**src/verilog/fpis_defs.svh**
```systemverilog
`ifndef FPIS_DEFS_SVH
`define FPIS_DEFS_SVH
// object indices and subindices of the object-dictionary port
`define FPIS_IDX_PIN_CFG     16'h2315
`define FPIS_IDX_INPUT_STATE 16'h2311
`define FPIS_IDX_ANALOG_MV   16'h2313
`define FPIS_IDX_ANALOG_RAW  16'h2314
`define FPIS_IDX_TEMP_STATUS 16'h2323
`define FPIS_IDX_ERR_CFG     16'h2321
`define FPIS_IDX_ERR_DELAY   16'h2322
`define FPIS_SUB_COUNT       8'h00
`define FPIS_SUB_ROLE        8'h01
`define FPIS_SUB_OUT_CMD     8'h03
`define FPIS_SUB_LOGICAL     8'h01
`define FPIS_SUB_PHYSICAL    8'h02
`define FPIS_SUB_ERR_MASK    8'h03
`define FPIS_SUB_ERR_DELAY   8'h01
// reset values and entry counts
`define FPIS_PIN_CFG_COUNT   8'h03
`define FPIS_INPUT_COUNT     8'h04
`define FPIS_ANALOG_MV_COUNT 8'h05
`define FPIS_RAW_COUNT       8'h08
`define FPIS_TEMP_COUNT      8'h04
`define FPIS_ROLE_RESET      8'h00
`define FPIS_MASK_RESET      8'hFF
`define FPIS_DELAY_RESET     16'h0000
// field positions in the input bit map
`define FPIS_BIT_ANALOG_PIN  0
`define FPIS_BIT_FAULT_PIN   1
`define FPIS_INPUT_BITS      5
// error flag positions; delayed group is overcurrent, deviation, overvoltage
`define FPIS_ERR_OVERCURRENT 0
`define FPIS_ERR_DEVIATION   1
`define FPIS_ERR_OVERVOLTAGE 2
`define FPIS_ERR_BITS        8
// timing: one error delay unit is 10 ms
`define FPIS_DELAY_UNIT_MS   10
`define FPIS_CLK_KHZ         25000
`define FPIS_UNIT_CYCLES     (`FPIS_DELAY_UNIT_MS * `FPIS_CLK_KHZ)
`endif

```
**src/verilog/fpis_pkg.sv**
```systemverilog
package fpis_pkg;
	// pin roles as written to the role selector
	typedef enum logic [7:0] {
		FPIS_ROLE_ERROR  = 8'h00,
		FPIS_ROLE_OUTPUT = 8'h02,
		FPIS_ROLE_REF_IN = 8'h04,
		FPIS_ROLE_TARGET = 8'h05
	} fpis_role_t;
	// output command values
	typedef enum logic [7:0] {
		FPIS_CMD_CLEAR  = 8'h00,
		FPIS_CMD_SET    = 8'h01,
		FPIS_CMD_TOGGLE = 8'h02
	} fpis_cmd_t;
	// persistence filter state, gray along idle-wait-show
	typedef enum logic [1:0] {
		FPIS_F_IDLE = 2'b00,
		FPIS_F_WAIT = 2'b01,
		FPIS_F_SHOW = 2'b11
	} fpis_fstate_t;
endpackage

```
**src/verilog/fpis_bank.sv**
```systemverilog
`include "fpis_defs.svh"
// registered read-back of the analogue and temperature words
module fpis_bank
	import fpis_pkg::*;
(
	input  wire logic         clk_in,
	input  wire logic         rst_b_in,
	input  wire logic [127:0] raw_codes_in,
	input  wire logic [79:0]  mv_codes_in,
	input  wire logic [63:0]  temp_words_in,
	input  wire logic [15:0]  index_in,
	input  wire logic [7:0]   sub_in,
	output logic              hit_out,
	output logic [15:0]       data_out
);
	typedef struct packed {
		logic        hit;
		logic [15:0] data;
	} fpis_bank_state_t;
	fpis_bank_state_t s_r, s_nxt;

	// decode: subindex 0 is the entry count, others pick a word
	always_comb begin
		s_nxt = '{hit: 1'b0, data: 16'h0000};
		if (index_in == `FPIS_IDX_ANALOG_RAW) begin
			s_nxt.hit = (sub_in <= 8'h08);
			if (sub_in == `FPIS_SUB_COUNT) begin
				s_nxt.data = {8'h00, `FPIS_RAW_COUNT};
			end else if (sub_in <= 8'h08) begin
				// 3-bit wrap keeps subindex 8 on word 7 instead of underflowing
				s_nxt.data = raw_codes_in[{3'(sub_in[2:0] - 3'd1), 4'h0} +: 16];
			end
		end else if (index_in == `FPIS_IDX_ANALOG_MV) begin
			// subindex 2 is absent: the fault pin has no millivolt word
			s_nxt.hit = (sub_in <= 8'h05) && (sub_in != 8'h02);
			if (sub_in == `FPIS_SUB_COUNT) begin
				s_nxt.data = {8'h00, `FPIS_ANALOG_MV_COUNT};
			end else if (s_nxt.hit) begin
				s_nxt.data = mv_codes_in[{3'(sub_in[2:0] - 3'd1), 4'h0} +: 16];
			end
		end else if (index_in == `FPIS_IDX_TEMP_STATUS) begin
			s_nxt.hit = (sub_in <= 8'h04);
			if (sub_in == `FPIS_SUB_COUNT) begin
				s_nxt.data = {8'h00, `FPIS_TEMP_COUNT};
			end else if (s_nxt.hit) begin
				// 2-bit wrap keeps subindex 4 on word 3
				s_nxt.data = temp_words_in[{2'(sub_in[1:0] - 2'd1), 4'h0} +: 16];
			end
		end
	end

	// read data leave through a register
	always_ff @(posedge clk_in) begin
		if (!rst_b_in) begin
			s_r <= '{hit: 1'b0, data: 16'h0000};
		end else begin
			s_r <= s_nxt;
		end
	end

	assign hit_out  = s_r.hit;
	assign data_out = s_r.data;
endmodule

```
**src/verilog/fpis_persist.sv**
```systemverilog
`include "fpis_defs.svh"
// one error flag held back until it persisted the programmed delay
module fpis_persist
	import fpis_pkg::*;
(
	input  wire logic        clk_in,
	input  wire logic        rst_b_in,
	input  wire logic        flag_in,
	input  wire logic        tick_in,
	input  wire logic [15:0] delay_in,
	output logic             show_out
);
	typedef struct packed {
		fpis_fstate_t st;
		logic [15:0]  cnt;
	} fpis_persist_state_t;
	fpis_persist_state_t s_r, s_nxt;

	// counts 10 ms ticks while the flag stays; any drop restarts
	always_comb begin
		s_nxt = s_r;
		unique case (s_r.st)
			FPIS_F_IDLE: begin
				s_nxt.cnt = 16'h0000;
				if (flag_in) begin
					s_nxt.st = (delay_in == 16'h0000) ? FPIS_F_SHOW : FPIS_F_WAIT;
				end
			end
			FPIS_F_WAIT: begin
				if (!flag_in) begin
					s_nxt.st = FPIS_F_IDLE;
				end else if (tick_in) begin
					s_nxt.cnt = s_r.cnt + 16'h0001;
					if (s_r.cnt + 16'h0001 >= delay_in) begin
						s_nxt.st = FPIS_F_SHOW;
					end
				end
			end
			FPIS_F_SHOW: begin
				if (!flag_in) begin
					s_nxt.st = FPIS_F_IDLE;
				end
			end
			default: s_nxt.st = FPIS_F_IDLE;
		endcase
	end

	// state register
	always_ff @(posedge clk_in) begin
		if (!rst_b_in) begin
			s_r <= '{st: FPIS_F_IDLE, cnt: 16'h0000};
		end else begin
			s_r <= s_nxt;
		end
	end

	assign show_out = (s_r.st == FPIS_F_SHOW) && flag_in;
endmodule

```
**src/verilog/fpis_top.sv**
```systemverilog
`include "fpis_defs.svh"
// Notes on behaviour
// - role selector picks error, output, input, target
// - general output role starts with pin low
// - output roles pull low or release only
// - error role asserts on any masked error
// - three error kinds shown only after delay
// - commands clear, set or toggle output
// - input role reads pin as digital input
// - target role asserts when target reached
// - next positioning start clears target indication
// - logical word evaluates inputs against polarity
// - physical word shows raw input levels
// - bit map analogue, fault, third, fourth, fifth
// - fault limit functions only in input role
// - signed millivolt readings are read only
// - eight signed raw converter values read only
// - status words readable on sync or request
// - input change never requests process data
// - four read-only temperature words in celsius
// - thresholds mirror overtemperature switch points
module fpis_top
	import fpis_pkg::*;
(
	input  wire logic         clk_in,
	input  wire logic         rst_b_in,
	// object-dictionary access port
	input  wire logic         od_wr_in,
	input  wire logic         od_rd_in,
	input  wire logic [15:0]  od_index_in,
	input  wire logic [7:0]   od_sub_in,
	input  wire logic [15:0]  od_wdata_in,
	output logic [15:0]       od_rdata_out,
	output logic              od_ack_out,
	output logic              od_err_out,
	// fault pin, open collector
	input  wire logic         fault_pin_in,
	output logic              fault_pin_out,
	output logic              fault_pin_oe_out,
	// other digital inputs, bit map as the status words
	input  wire logic [4:0]   input_levels_in,
	input  wire logic [4:0]   switch_polarity_in,
	input  wire logic         out_cmd_writable_in,
	// drive-side status
	input  wire logic [7:0]   error_flags_in,
	input  wire logic         target_reached_in,
	input  wire logic         position_start_in,
	input  wire logic [127:0] raw_codes_in,
	input  wire logic [79:0]  mv_codes_in,
	input  wire logic [63:0]  temp_words_in,
	// derived outputs
	output logic              fault_ref_input_out,
	output logic              fault_limit_valid_out,
	output logic [4:0]        input_logical_out
);
	// whole block state in one struct
	typedef struct packed {
		fpis_role_t  role;       // pin role selector
		logic        gp_level;   // general output level, 1 = high
		logic        target;     // target reached latch
		logic [7:0]  err_mask;   // per-error pin mask
		logic [15:0] err_delay;  // persistence, 10 ms units
		logic [17:0] tick_cnt;   // 10 ms prescaler
		logic        tick;       // 10 ms tick pulse
		logic        pin_low;    // pin pulled low
		logic [4:0]  phys;       // sampled input levels
		logic [4:0]  logic_word; // polarity evaluated levels
		logic        ack;
		logic        err;
		logic [15:0] rdata;
		logic        rd_bank;    // answer comes from the bank
	} fpis_state_t;
	fpis_state_t s_r, s_nxt;

	logic [2:0]  err_shown;  // filtered delayed errors
	logic        bank_hit;   // bank decode result
	logic [15:0] bank_data;  // bank read word
	logic [4:0]  raw_inputs; // all five inputs with fault pin
	logic        err_active; // masked error present

	// the delayed group passes through persistence filters
	genvar g;
	generate
		for (g = 0; g < 3; g++) begin : g_persist
			fpis_persist u_persist (
				.clk_in   (clk_in),
				.rst_b_in (rst_b_in),
				.flag_in  (error_flags_in[g]),
				.tick_in  (s_r.tick),
				.delay_in (s_r.err_delay),
				.show_out (err_shown[g])
			);
		end
	endgenerate

	// analogue and temperature words
	fpis_bank u_bank (
		.clk_in        (clk_in),
		.rst_b_in      (rst_b_in),
		.raw_codes_in  (raw_codes_in),
		.mv_codes_in   (mv_codes_in),
		.temp_words_in (temp_words_in),
		.index_in      (od_index_in),
		.sub_in        (od_sub_in),
		.hit_out       (bank_hit),
		.data_out      (bank_data)
	);

	// fault pin reads into bit 1 of the input map
	always_comb begin
		raw_inputs = input_levels_in;
		raw_inputs[`FPIS_BIT_FAULT_PIN] = fault_pin_in;
	end

	// undelayed errors go straight through, delayed ones filtered
	always_comb begin
		err_active = |({error_flags_in[7:3], err_shown} & s_r.err_mask);
	end

	// next state
	always_comb begin
		s_nxt = s_r;
		s_nxt.ack = 1'b0;
		s_nxt.err = 1'b0;
		s_nxt.rd_bank = 1'b0;
		// 10 ms prescaler
		s_nxt.tick = 1'b0;
		if (s_r.tick_cnt == 18'(`FPIS_UNIT_CYCLES - 1)) begin
			s_nxt.tick_cnt = 18'h00000;
			s_nxt.tick = 1'b1;
		end else begin
			s_nxt.tick_cnt = s_r.tick_cnt + 18'h00001;
		end
		// input sampling and polarity evaluation
		s_nxt.phys = raw_inputs;
		s_nxt.logic_word = ~(raw_inputs ^ switch_polarity_in);
		// target latch: start wins, it begins a new move
		if (position_start_in) begin
			s_nxt.target = 1'b0;
		end else if (target_reached_in) begin
			s_nxt.target = 1'b1;
		end
		// writes
		if (od_wr_in) begin
			s_nxt.ack = 1'b1;
			if (od_index_in == `FPIS_IDX_PIN_CFG && od_sub_in == `FPIS_SUB_ROLE) begin
				unique case (od_wdata_in[7:0])
					8'h00, 8'h02, 8'h04, 8'h05: begin
						s_nxt.role = fpis_role_t'(od_wdata_in[7:0]);
						// entering output role starts low
						s_nxt.gp_level = 1'b0;
					end
					default: s_nxt.err = 1'b1; // unsupported role value
				endcase
			end else if (od_index_in == `FPIS_IDX_PIN_CFG && od_sub_in == `FPIS_SUB_OUT_CMD) begin
				// commands act only in output role and when writable
				if (!out_cmd_writable_in || s_r.role != FPIS_ROLE_OUTPUT) begin
					s_nxt.err = 1'b1;
				end else begin
					unique case (od_wdata_in[7:0])
						8'h00: s_nxt.gp_level = 1'b0;
						8'h01: s_nxt.gp_level = 1'b1;
						8'h02: s_nxt.gp_level = ~s_r.gp_level;
						default: s_nxt.err = 1'b1;
					endcase
				end
			end else if (od_index_in == `FPIS_IDX_ERR_CFG && od_sub_in == `FPIS_SUB_ERR_MASK) begin
				s_nxt.err_mask = od_wdata_in[7:0];
			end else if (od_index_in == `FPIS_IDX_ERR_DELAY && od_sub_in == `FPIS_SUB_ERR_DELAY) begin
				s_nxt.err_delay = od_wdata_in;
			end else begin
				s_nxt.err = 1'b1; // read-only or unknown entry
			end
		end else if (od_rd_in) begin
			// plain reads; status words readable whenever polled
			s_nxt.ack = 1'b1;
			s_nxt.rdata = 16'h0000;
			if (od_index_in == `FPIS_IDX_PIN_CFG) begin
				unique case (od_sub_in)
					`FPIS_SUB_COUNT:   s_nxt.rdata = {8'h00, `FPIS_PIN_CFG_COUNT};
					`FPIS_SUB_ROLE:    s_nxt.rdata = {8'h00, s_r.role};
					`FPIS_SUB_OUT_CMD: s_nxt.rdata = {15'h0000, s_r.gp_level};
					default:           s_nxt.err = 1'b1;
				endcase
			end else if (od_index_in == `FPIS_IDX_INPUT_STATE) begin
				unique case (od_sub_in)
					`FPIS_SUB_COUNT:    s_nxt.rdata = {8'h00, `FPIS_INPUT_COUNT};
					`FPIS_SUB_LOGICAL:  s_nxt.rdata = {11'h000, s_r.logic_word};
					`FPIS_SUB_PHYSICAL: s_nxt.rdata = {11'h000, s_r.phys};
					default:            s_nxt.err = 1'b1;
				endcase
			end else if (od_index_in == `FPIS_IDX_ERR_CFG && od_sub_in == `FPIS_SUB_ERR_MASK) begin
				s_nxt.rdata = {8'h00, s_r.err_mask};
			end else if (od_index_in == `FPIS_IDX_ERR_DELAY && od_sub_in == `FPIS_SUB_ERR_DELAY) begin
				s_nxt.rdata = s_r.err_delay;
			end else begin
				// bank answers in the same cycle from its own register
				s_nxt.rd_bank = 1'b1;
			end
		end
		// open collector: only ever pull low
		unique case (s_r.role)
			FPIS_ROLE_ERROR:  s_nxt.pin_low = err_active;
			FPIS_ROLE_OUTPUT: s_nxt.pin_low = ~s_nxt.gp_level; // low level means pulled
			FPIS_ROLE_TARGET: s_nxt.pin_low = s_nxt.target;
			default:          s_nxt.pin_low = 1'b0; // input role releases
		endcase
	end

	// state register
	always_ff @(posedge clk_in) begin
		if (!rst_b_in) begin
			s_r <= '{role: FPIS_ROLE_ERROR, gp_level: 1'b0, target: 1'b0,
				err_mask: `FPIS_MASK_RESET, err_delay: `FPIS_DELAY_RESET,
				tick_cnt: 18'h00000, tick: 1'b0, pin_low: 1'b0, phys: 5'h00,
				logic_word: 5'h00, ack: 1'b0, err: 1'b0, rdata: 16'h0000,
				rd_bank: 1'b0};
		end else begin
			s_r <= s_nxt;
		end
	end

	// read answer; bank miss flags an unknown entry
	always_comb begin
		od_ack_out   = s_r.ack;
		od_rdata_out = s_r.rd_bank ? bank_data : s_r.rdata;
		od_err_out   = s_r.err | (s_r.rd_bank & ~bank_hit);
	end

	// pin drives only low, and only while enabled
	assign fault_pin_out    = 1'b0;
	assign fault_pin_oe_out = s_r.pin_low;
	// limit or index use of the fault pin only in input role
	assign fault_ref_input_out   = (s_r.role == FPIS_ROLE_REF_IN) & s_r.logic_word[`FPIS_BIT_FAULT_PIN];
	assign fault_limit_valid_out = (s_r.role == FPIS_ROLE_REF_IN);
	// no change-triggered transmit request exists here
	assign input_logical_out = s_r.logic_word;
endmodule
```
**config.mk**
```make
export PLATFORM = sky130hd
export DESIGN_NAME = fpis_top
export DESIGN_NICKNAME = d
export VERILOG_FILES = /design/src/verilog/fpis_pkg.sv /design/src/verilog/fpis_bank.sv /design/src/verilog/fpis_persist.sv /design/src/verilog/fpis_top.sv
export VERILOG_INCLUDE_DIRS = /design/src /design/src/verilog
export SDC_FILE = /design/constraint.sdc
export NUM_CORES = 1
export LEC_CHECK = 0
export ABC_CLOCK_PERIOD_IN_PS = 4100
export BUFFER_PORTS_ARGS = -buffer_cell sky130_fd_sc_hd__buf_2
export CORE_ASPECT_RATIO = 2
export CORE_MARGIN = 2
export CORE_UTILIZATION = 52
export CTS_CLUSTER_DIAMETER = 80
export DETAILED_ROUTE_END_ITERATION = 7
export GPL_TIMING_DRIVEN = 0
export MAX_ROUTING_LAYER = met4
export PLACE_DENSITY = 0.94
export SKIP_LAST_GASP = 1
export SLEW_MARGIN = 25
export SYNTH_ARGS = -nofsm -noshare
export SYNTH_HDL_FRONTEND = slang
export SYNTH_SLANG_ARGS = --single-unit
```
**constraint.sdc**
```tcl
create_clock -name clk_in -period 4.1 [get_ports clk_in]
set_input_delay 0.615 -clock clk_in [delete_from_list [all_inputs] [get_ports clk_in]]
set_output_delay 0.615 -clock clk_in [all_outputs]
set_load 0.02 [all_outputs]
```
* Yosys cells after proc, flatten, opt, wreduce, memory -nomap -nowiden
Index checks and enable logic that the tools add are counted.
Word-level totals: bits in registers 154, input bits 338, output and inout bits 27, word-level logic and storage cells 198
Operators by class: add/subtract/negate cells 6, magnitude comparators 6, equal/unequal tests 44, shifts and indexed selects 3, mux-type cells 65, bitwise logic cells 15, reductions and logical operators 37
Operators by type and width (count):
- $mux W16 | 13
- $shiftx A128 B8 Y16 | 1
- $eq A16 B14 Y1 const B | 7
- $pmux W16 S2 | 3
- $shiftx A80 B8 Y16 | 1
- $mux W17 | 4
- $shiftx A64 B7 Y16 | 1
- $mux W18 | 3
- $add A16 B1 Y16 const B | 3
- $ge A16 B16 Y1 | 3
- $eq A8 B2 Y1 const B | 4
- $eq A8 B3 Y1 const B | 4
- $mux W2 | 14
- $logic_not A8 Y1 | 3
- $ne A2 B2 Y1 const B | 12
- $pmux W8 S3 | 1
- $mux W1 | 20
- $mux W19 | 1
- $add A18 B1 Y18 const B | 1
- $eq A18 B18 Y1 const B | 1
- $pmux W2 S3 | 3
- $eq A8 B1 Y1 const B | 2
- $le A8 B3 Y1 const B | 2
- $logic_not A16 Y1 | 1
- other kinds (30) | 68

* Longest topological paths before layout
Gate-level depths: netlist (run 1).
word-level depth 8, mapped depth 12

* By module
A second synthesis (run 1) with hierarchy kept.
Unflattened totals: cells, all modules 1329, area, all modules 11504.8 µm²
Modules (own cells, without submodules):
- fpis_persist | instances 3, cells an instance 179, area an instance 1475.2 µm²
- fpis_top | instances 1, cells an instance 467, area an instance 4023.9 µm²
- fpis_bank | instances 1, cells an instance 325, area an instance 3055.4 µm²

* Worst setup path after synthesis (run 1)
Ideal clock, no wire load.
kind in2reg, from in od_sub_in[0], to reg u_bank.s_r (netlist bit u_bank.data_out[11]), data arrival time 3420 ps, setup slack 546 ps, cell stages on the path 11, buffers on the path 6, cell sequence buf_2 -> buf_2 -> buf_2 -> inv_1 -> ha_1 -> clkbuf_1 -> clkbuf_1 -> buf_1 -> mux4_2 -> mux2i_1 -> o22ai_1
Between the ends: longest elaborated chain between the ends 7, elaborated cells on any way between the ends 20
Ends and longest elaborated chain:
- from (decl) | line fpis_top.sv:31 | input wire logic [7:0] od_sub_in,
- $sub A2 B1 Y2 | line fpis_bank.sv:47 | s_nxt.data = temp_words_in[{2'(sub_in[1:0] - 2'd1), 4'h0} +: 16];
- $shiftx A64 B7 Y16 | line fpis_bank.sv:47
- $mux W16 | line fpis_bank.sv:45 | end else if (s_nxt.hit) begin
- $mux W16 | line fpis_bank.sv:43 | if (sub_in == `FPIS_SUB_COUNT) begin
- $mux W17 | line fpis_bank.sv:41 | end else if (index_in == `FPIS_IDX_TEMP_STATUS) begin
- $mux W17 | line fpis_bank.sv:33 | end else if (index_in == `FPIS_IDX_ANALOG_MV) begin
- $mux W17 * | line fpis_bank.sv:25 | if (index_in == `FPIS_IDX_ANALOG_RAW) begin
- to (signal assigned) | line fpis_bank.sv:55 | s_r <= '{hit: 1'b0, data: 16'h0000};
- to (signal assigned) | line fpis_bank.sv:57 | s_r <= s_nxt;
- to (decl) | line fpis_bank.sv:20 | fpis_bank_state_t s_r, s_nxt;
Every way passes the cells marked *; elsewhere a longest branch is shown, timed or not. A chain may end at the register's enable or synchronous reset.

* Final worst setup path (run 1)
from in od_sub_in[0], to reg u_bank.s_r (netlist bit u_bank.data_out[1])
The elaborated chain is that of the path after synthesis.

==> results of run 1 <==
## cells by family after synthesis
kind of cell	count (synthesis)
AND/OR/NAND/NOR	465
AO/OA/AOI/OAI	262
flip-flops	154
multiplexers	115
buffers and inverters	99
XOR/XNOR	65
adder cells (fa/ha/maj)	59
other	1
## sequential cells by signal, summed over array words and instances, names as in the netlist
name / cells
u_bank.hit_out: 1
fault_pin_oe_out: 1
u_bank.data_out: 16
input_logical_out: 5
s_r: 76
g_persist.u_persist.s_r: 54
od_ack_out: 1
## how the worst max path moves through the flow
stage	end
6_report	u_bank.data_out[1]
4_1_cts	u_bank.data_out[12]
3_3_place_gp	u_bank.data_out[15]
5_1_grt	g_persist[0].u_persist.s_r[16]
3_5_place_dp	u_bank.data_out[15]
2_1_floorplan	u_bank.data_out[11]
## power breakdown
part | internal (mW) | switching (mW)
registers | 1.53 | 0.0335
logic | 0.386 | 0.493
clock network | 1.00 | 0.654
total | 2.92 | 1.18
## cells in the final DEF (no fill, tap or decap), types with 12 or more instances in the layout
cell         n
o22ai_1     15
mux2_2      16
a21oi_1     84
nor2_1      61
xor2_1      26
mux4_2      64
xnor2_1     39
ha_1        57
nor2b_1     48
nand2_1    141
a21boi_0    21
mux2i_1     35
and3_1      25
dfxtp_1    154
inv_1       28
o21a_1      12
a22oi_1     25
a22o_1      12
nor3_1      21
and2_1      28
o21ai_0     48
buf_2      364
clkbuf_16   17
clkbuf_1    48
nand3_1     57
nand4_1     16
## worst max-delay path: stages
cell and delay [ns]:
buf_2 0.16, clkbuf_4 0.44, buf_4 0.34, inv_1 0.19, ha_1 0.33, buf_2 0.41
clkbuf_2 0.37, buf_2 0.34, mux4_2 0.35, mux2i_1 0.38, o22ai_1 0.15
## final cells by class
type	instances	area, µm²
clock buffers	20	467
well taps	266	333
fillers	1715	6800
repair buffers	360	1800
diodes	10	25.0
clock inverters	11	145
inverters	28	105
multi-input cells	967	7400
flip-flops and latches	154	3080
plain buffers	70	310
## stage by stage
| stage | std cells | setup WS (ns) | total power [mW] | cell area (µm²) | TNS, ns |
|---|---|---|---|---|---|
| after floorplan | 1220 | 0.546 | 2.05 | 10900 | 0 |
| after global placement | 1846 | -1.33 | 2.42 | 13000 | -18.98 |
| after detailed placement | 1846 | -1.45 | 2.44 | 13000 | -20.54 |
| after CTS | 1877 | 0.0179 | 4.05 | 13600 | 0 |
| after global routing | 1886 | 0.0228 | 4.19 | 13700 | 0 |
| final | 1886 | 0.291 | 4.10 | 13700 | 0 |
## metal layers
layer	global-route usage, %	vias to the layer above	part of all wire (%)
li1	-	5275	-
met1	41.6	5642	33
met2	70.5	813	50
met3	8.11	215	8.6
met4	31.1	0	8.7
met5	-	-	0
==> impl_metrics.csv, run 1 <==
group,metric,value,unit
timing,grt_setup_unrepaired,"no",
timing,max_freq,263,MHz
job,max-cap-violations,0,
power_and_ir_drop,p_per_area,300,nW/µm²
timing,finalHoldViolations,0,
synth,synth_compound_area_share,15.4,%
cts,cts_hold_buf,0,
global_route,grt-ovfl-total,0,
die,initial_utilization,53.2,%
global_route,grt.total_usage,41.6,%
timing,fin_hold_ws,0.411,ns
place,finalWeightedCongestion,1.05,
cts,cts_buffers,17,
cts,clock_latency,0.44,ns
die,io_pins,365,
synth,syn-instance-count,1220,
cts,postCtsResizedCells,7,
critical_path,worst_ep_arrival_time,4.10,ns
synth,synth_edf_count,0,
synth,synth-async-reset-ratio,0,%
die,die_x,106,µm
final_layout,num-nets-final,1993,
timing,setup_violations,0,
global_route,grt_pass1_vias,11987,
global_route,antenna_found_initial,10,
power_and_ir_drop,peakVddDrop,0.267,mV
route,antenna_left,0,
synth,synth_simple_gate_area_share,22.4,%
critical_path,worst-path-max-fanout,19,
route,drc,0,
die,die_y,209,µm
timing,fin_crit,3.81,ns
synth,yosysMostFrequentCell,"dfxtp_1",
timing,final_max_slew_viol_count,0,
synth,synth_largest_area_cell,"dfxtp_1",
synth,synth_ff_type,"dfxtp_1",
critical_path,worstReg2RegEnd,"g_persist[0].u_persist.s_r[16]",
die,rows,74,
critical_path,cp-end-kind,"flop",
timing,slew_headroom,41.3,%
critical_path,start_kind,"primary input",
cts,cts_root_buffer,"clkbuf_16",
die,dieArea,22200,µm²
cts,htree_levels,4,
cts,cts_setup_buffers,0,
synth,synth_cell_type_count,68,
route,drt_iter0_drc,1100,
timing,worst_slew_pin_slew,0.880,ns
final_layout,drive_gt1_share,31.6,%
synth,synth_top_family_by_area,"simple AND/OR/NAND/NOR gates",
synth,syn_avg_cell_area,8.92,µm²
cts,clockBufferDepth,2,
worst_hold_path,min_from,"input_levels_in[2]",
synth,synth_fa_ha_area_share,6.74,%
synth,synth.top_cells.by_count,"dfxtp_1, nand2_1, a21oi_1",
cts,clkTransAtPathRegs,0.06,ns
synth,synth_warnings,0,
synth,synth-seq-cells,154,
synth,ys_top_cells_by_area,"dfxtp_1, mux4_2, ha_1",
route,wl_per_cell,24.1,µm
synth,post-synth-top-area-fraction,28.3,%
cts,cts_sinks,154,
cts,tritoncts,"done",
run_status,status,"finished, final reports clean",
timing,fin_crit_sh,92.9,%
synth,seq_area_frac_synth,28.3,%
die,core-area,20500,µm²
final_layout,final_core_util,66.8,%
critical_path,crit_required,4.40,ns
worst_hold_path,whs_endpoint,"s_r[26]",
global_route,grt_pass1_wl,67200,µm
worst_hold_path,holdPathStages,2,
power_and_ir_drop,leakagePower,5.90,nW
route,wl,45500,µm
worst_hold_path,hold_class,"primary input to flop",
route,vias,11945,
synth,yosys-mux-area-fraction,18.1,%
critical_path,r2r_setup_slack,0.34,ns
critical_path,crit_type,"primary input to flop",
timing,fin_skew,0.00996,ns
critical_path,rr_worst_depth,12,
synth,netlist_area,10900,µm²
global_route,grt_max_degree,17,
final_layout,synthToLayoutAreaGrowth,25.6,%
place,hpwlAfterDp,36900,µm
synth,syn_nets,1615,
place,port_buffers,360,
critical_path,startpoint,"od_sub_in[0]",
synth,synth_xor_area_share,5.23,%
route,drt_first_pass_iters,6,
critical_path,r2r_start,"g_persist[0].u_persist.s_r[0]",
route,via_per_inst,6.33,
Power figures use the tool's default switching activity.
==> run 2: changes to the inputs <==
--- a/config.mk
+++ b/config.mk
@@ -10,12 +10,12 @@
 export BUFFER_PORTS_ARGS = -buffer_cell sky130_fd_sc_hd__buf_2
 export CORE_ASPECT_RATIO = 2
 export CORE_MARGIN = 2
-export CORE_UTILIZATION = 52
+export CORE_UTILIZATION = 34
 export CTS_CLUSTER_DIAMETER = 80
 export DETAILED_ROUTE_END_ITERATION = 7
 export GPL_TIMING_DRIVEN = 0
 export MAX_ROUTING_LAYER = met4
-export PLACE_DENSITY = 0.94
+export PLACE_DENSITY = 0.7
 export SKIP_LAST_GASP = 1
 export SLEW_MARGIN = 25
 export SYNTH_ARGS = -nofsm -noshare
==> run 2 against run 1 <==
Setup slack lost 0.017 ns. Largest cell class unchanged. Sequential power is essentially flat. Wire length grew 7.3%. Final cell count grew 8.2%. Count of clock-buffer cells in the layout grew 2. Highest routed layer unchanged. Non-clock buffer count grew 1.
==> impl_metrics.csv, run 2 (synthesis gave the netlist of run 1 again) <==
group,metric,value,unit
run_status,status,"finished, final reports clean",
cts,htree_levels,4,
critical_path,worstPathCellList,"buf_2 -> buf_4 -> buf_2 -> clkbuf_4 -> inv_1 -> ha_1 -> clkbuf_4 -> clkbuf_2 -> buf_2 -> mux4_2 -> mux2i_1 -> o22ai_1",
power_and_ir_drop,swShare,27.8,%
cts,clkTransAtPathRegs,0.06,ns
place,finalWeightedCongestion,1.11,
final_layout,synthToLayoutAreaGrowth,28.0,%
route,via_per_inst,5.59,
place,port_buffers,360,
cts,cts_buffers,17,
route,wl,48800,µm
timing,worst_slew_pin_slew,0.896,ns
die,core-area,31500,µm²
worst_hold_path,hold_class,"primary input to flop",
timing,setup_ws,0.275,ns
critical_path,worst-path-max-fanout,10,
global_route,grt_pass1_wl,70700,µm
critical_path,crit_top_cell,"buf_2",
die,rows,92,
timing,final_max_slew_viol_count,0,
timing,tns,0,ns
timing,finalHoldViolations,0,
route,drt_first_pass_iters,7,
critical_path,crit_type,"primary input to flop",
final_layout,num-nets-final,1994,
critical_path,critPathTopFamily,"buffers and inverters",
global_route,grt_pass1_vias,11728,
cts,clock_latency,0.44,ns
final_layout,final_core_util,44.1,%
final_layout,final_common_cell,"buf_2",
global_route,grt.total_usage,29.8,%
critical_path,start_kind,"primary input",
route,wl_per_cell,23.9,µm
power_and_ir_drop,combPwrFrac,20.4,%
die,die_y,257,µm
power_and_ir_drop,sequentialPowerShare,36.8,%
critical_path,cp-end-kind,"flop",
job,max-cap-violations,0,
power_and_ir_drop,peakVddDrop,0.291,mV
critical_path,crit_path_max_incr_delay,0.38,ns
power_and_ir_drop,p_clk_share,42.8,%
cts,tritoncts,"done",
critical_path,worst_ep_arrival_time,4.13,ns
cts,cts_root_buffer,"clkbuf_16",
timing,fin_crit_sh,93.3,%
route,antenna_left,0,
power_and_ir_drop,power.switching,1.18,mW
timing,slew_headroom,40.3,%
die,die_x,130,µm
place,pre_cts_slack,-1.08,ns
final_layout,regMostFlops,"s_r",
power_and_ir_drop,leakagePower,5.94,nW
cts,cts_sinks,154,
global_route,antenna_found_initial,9,
global_route,grt-ovfl-total,0,
global_route,grt_max_degree,17,
place,hpwlAfterDp,40800,µm
route,drt_iter0_drc,785,
timing,grt_setup_unrepaired,"no",
critical_path,slowest_stage,"buf_2",
die,dieArea,33500,µm²
final_layout,final_cell_mix,"buf_2, dfxtp_1, nand2_1, a21oi_1, mux4_2",
final_layout,largest_reg_flops,76,
final_layout,drive_gt1_share,31.7,%
timing,max_freq,261,MHz
timing,setup_violations,0,
power_and_ir_drop,power,4.24,mW
route,vias,11403,
timing,fin_crit,3.83,ns
timing,fin_skew,0.00617,ns
critical_path,critPathBufInv,8,
power_and_ir_drop,internal_power,3.06,mW
power_and_ir_drop,p_per_area,305,nW/µm²
timing,fin_hold_ws,0.395,ns
die,io_pins,365,
cts,clockBufferDepth,2,
die,initial_utilization,34.5,%
critical_path,crit_required,4.41,ns
route,drc,0,
[run 2: changes by cell type in the layout (fill, tap and decap cells not counted), sizes merged]
| cell | previous run | this run |
|---|---|---|
| clkbuf | 73 | 77 |
| clkinvlp | 3 | 0 |
| diode | 10 | 7 |
| bufinv | 3 | 5 |
| clkinv | 5 | 3 |
| buf | 377 | 376 |
| inv | 28 | 29 |
[run 2: what timing repair did]
item / 4_1_cts / 5_1_grt
setup buffers: 0 / 0
endpoints found under the setup margin: 15 / 9
pin swaps: 0 / 0
hold buffers: 0 / 0
gates resized for setup: 8 / 1
[run 2: area by class of cell]
cell class                      instances  area [µm²]
Fill cell                            3171       17600
Clock buffer                           22         484
Clock inverter                          9         185
Inverter                               28         105
Sequential cell                       154        3080
Tap cell                              423         529
Buffer                                 71         320
Antenna cell                            7        17.5
Multi-Input combinational cell        967        7400
Timing Repair Buffer                  360        1800
[run 2: power groups by stage]
stage	logic (mW)	clock network, mW	registers (mW)
2_1_floorplan	0.467	0	1.58
3_3_place_gp	0.841	0	1.59
3_5_place_dp	0.852	0	1.59
4_1_cts	0.858	1.82	1.56
5_1_grt	0.923	1.88	1.56
6_report	0.865	1.81	1.56
[run 2: metal layers]
metal / global-route usage (%) / up-vias / share of wire [%]
li1: - / 5261 / -
met1: 27.9 / 5493 / 33
met2: 54.0 / 524 / 54
met3: 4.80 / 125 / 5.3
met4: 20.5 / 0 / 7.9
met5: - / - / 0
[run 2: final timing paths]
path                                 startpoint                             end  slack [ns]  depth (start not counted)
setup / recovery                   od_sub_in[0]              u_bank.data_out[2]        0.27                         12
hold / removal               input_levels_in[2]                         s_r[26]        0.39                          2
setup reg to reg  g_persist[0].u_persist.s_r[0]  g_persist[0].u_persist.s_r[17]        0.39                         12
hold reg to reg                         s_r[31]                         s_r[31]        0.45                          1
[run 2: metrics by stage]
step,cell area (µm²),cells
floorplan,10900,1220
global placement,13200,2003
detailed placement,13200,2003
CTS,13900,2034
global route,13900,2040
finish,13900,2041
==> run 3: changes to the inputs <==
--- a/config.mk
+++ b/config.mk
@@ -9,7 +9,7 @@
 export ABC_CLOCK_PERIOD_IN_PS = 4100
 export BUFFER_PORTS_ARGS = -buffer_cell sky130_fd_sc_hd__buf_2
 export CORE_ASPECT_RATIO = 2
-export CORE_MARGIN = 2
+export CORE_MARGIN = 3
 export CORE_UTILIZATION = 34
 export CTS_CLUSTER_DIAMETER = 80
 export DETAILED_ROUTE_END_ITERATION = 7
==> run 3 against run 2 <==
Count of clock-buffer cells in the layout is 1 lower. Clock skew up 0.0010 ns. Critical path depth is the same. Cell area decreased by 0.63%. Critical path type unchanged. Largest cell class unchanged.
==> impl_metrics.csv, run 3 (synthesis gave the netlist of run 1 again) <==
group,metric,value,unit
run_status,status,"finished, final reports clean",
critical_path,slowest_stage,"buf_2",
critical_path,worst-path-max-fanout,10,
route,via_per_inst,5.57,
final_layout,final_cell_mix,"buf_2, dfxtp_1, nand2_1, a21oi_1, mux4_2",
global_route,antenna_found_initial,6,
timing,fin_skew,0.00717,ns
die,die_x,132,µm
route,drc,0,
final_layout,regMostFlops,"s_r",
global_route,grt.total_usage,27.2,%
final_layout,largest_reg_flops,76,
final_layout,final_common_cell,"buf_2",
place,pre_cts_slack,-1.08,ns
die,rows,92,
timing,finalHoldViolations,0,
power_and_ir_drop,peakVddDrop,0.286,mV
power_and_ir_drop,swShare,28.7,%
power_and_ir_drop,leakagePower,5.89,nW
power_and_ir_drop,sequentialPowerShare,38.6,%
cts,cts_buffers,17,
timing,max_freq,261,MHz
critical_path,worstPathCellList,"buf_2 -> buf_4 -> buf_2 -> clkbuf_4 -> inv_1 -> ha_1 -> clkbuf_4 -> clkbuf_2 -> buf_2 -> mux4_2 -> mux2i_1 -> o22ai_1",
die,initial_utilization,34.5,%
timing,setup_violations,0,
timing,grt_setup_unrepaired,"no",
cts,tritoncts,"done",
timing,fin_hold_ws,0.406,ns
critical_path,worst_ep_arrival_time,4.15,ns
cts,clkTransAtPathRegs,0.07,ns
timing,worst_slew_pin_slew,1.04,ns
worst_hold_path,hold_class,"primary input to flop",
power_and_ir_drop,p_per_area,293,nW/µm²
final_layout,fin_cells,2039,
cts,clockBufferDepth,2,
place,dp.cells,2003,
critical_path,crit_top_cell,"buf_2",
place,port_buffers,360,
job,max-cap-violations,0,
cts,cts_root_buffer,"clkbuf_16",
place,hpwlAfterDp,39200,µm
critical_path,crit_required,4.41,ns
die,die_y,259,µm
route,vias,11363,
critical_path,crit_type,"primary input to flop",
cts,clock_latency,0.44,ns
route,drt_iter0_drc,721,
critical_path,start_kind,"primary input",
die,dieArea,34300,µm²
power_and_ir_drop,power.switching,1.16,mW
global_route,grt_pass1_wl,68100,µm
timing,fin_crit,3.84,ns
critical_path,cp-end-kind,"flop",
route,wl_per_cell,22.9,µm
global_route,grt-ovfl-total,0,
route,wl,46800,µm
timing,fin_crit_sh,93.6,%
die,core-area,31500,µm²
timing,final_max_slew_viol_count,0,
route,drt_first_pass_iters,5,
cts,htree_levels,4,
timing,slew_headroom,30.0,%
final_layout,drive_gt1_share,31.4,%
global_route,grt_max_degree,17,
power_and_ir_drop,combPwrFrac,21.1,%
cts,cts_setup_buffers,0,
final_layout,num-nets-final,1994,
final_layout,synthToLayoutAreaGrowth,27.2,%
die,io_pins,365,
power_and_ir_drop,internal_power,2.89,mW
global_route,grt_pass1_vias,11660,
route,antenna_left,0,
place,finalWeightedCongestion,1.03,
power_and_ir_drop,power,4.05,mW
power_and_ir_drop,p_clk_share,40.3,%
cts,cts_sinks,154,
critical_path,crit_path_max_incr_delay,0.38,ns
timing,setup_ws,0.262,ns
run 3: metrics by stage:
stage | util [%] | setup TNS, ns | area, µm²
floorplan | - | 0 | 10900
global placement | 41.9 | -19.27 | 13200
detailed placement | 41.9 | -13.54 | 13200
CTS | 43.8 | 0 | 13800
global route | 43.9 | 0 | 13800
finish | 43.9 | 0 | 13800
run 3: final timing paths:
check                                   end                          start  cells after the start  slack (ns)
min reg2reg                         s_r[31]                        s_r[31]                      1        0.44
max reg2reg  g_persist[0].u_persist.s_r[17]  g_persist[0].u_persist.s_r[0]                     12        0.56
min                                 s_r[28]             input_levels_in[4]                      2        0.41
max                      u_bank.data_out[0]                   od_sub_in[0]                     12        0.26
run 3: critical path: cells and delay by family:
family / cells / cell delay, ns
multiplexers: 2 / 0.69
AO/OA/AOI/OAI: 1 / 0.16
buffers and inverters: 8 / 2.34
adder cells (fa/ha/maj): 1 / 0.32
run 3: layout make-up:
type | instances | area (µm²)
inverters | 28 | 105
clock inverters | 10 | 144
repair buffers | 360 | 1800
clock buffers | 21 | 450
well taps | 423 | 529
flip-flops and latches | 154 | 3080
fillers | 3198 | 17700
diodes | 5 | 12.5
plain buffers | 71 | 319
multi-input cells | 967 | 7390
run 3: per-layer routing:
metal | up-vias | GRT usage (%) | part of all wire [%] | routed length (µm)
li1 | 5262 | - | - | -
met1 | 5458 | 25.5 | 34 | 15700
met2 | 490 | 48.6 | 52 | 24300
met3 | 153 | 4.01 | 5.0 | 2350
met4 | 0 | 22.2 | 9.4 | 4390
met5 | - | - | 0 | 0
run 3: power groups by stage:
stage / clock (mW) / sequential [mW] / combinational, mW
global route: 1.69 / 1.57 / 0.918
floorplan: 0 / 1.58 / 0.467
CTS: 1.64 / 1.56 / 0.850
global placement: 0 / 1.59 / 0.838
finish: 1.63 / 1.56 / 0.855
detailed placement: 0 / 1.60 / 0.845
run 3: what timing repair did:
| item | CTS | global route |
|---|---|---|
| pin swaps | 0 | 0 |
| hold buffers | 0 | 0 |
| gates cloned | 0 | 0 |
| resized for setup | 7 | 2 |
| endpoints found under the setup margin | 15 | 13 |
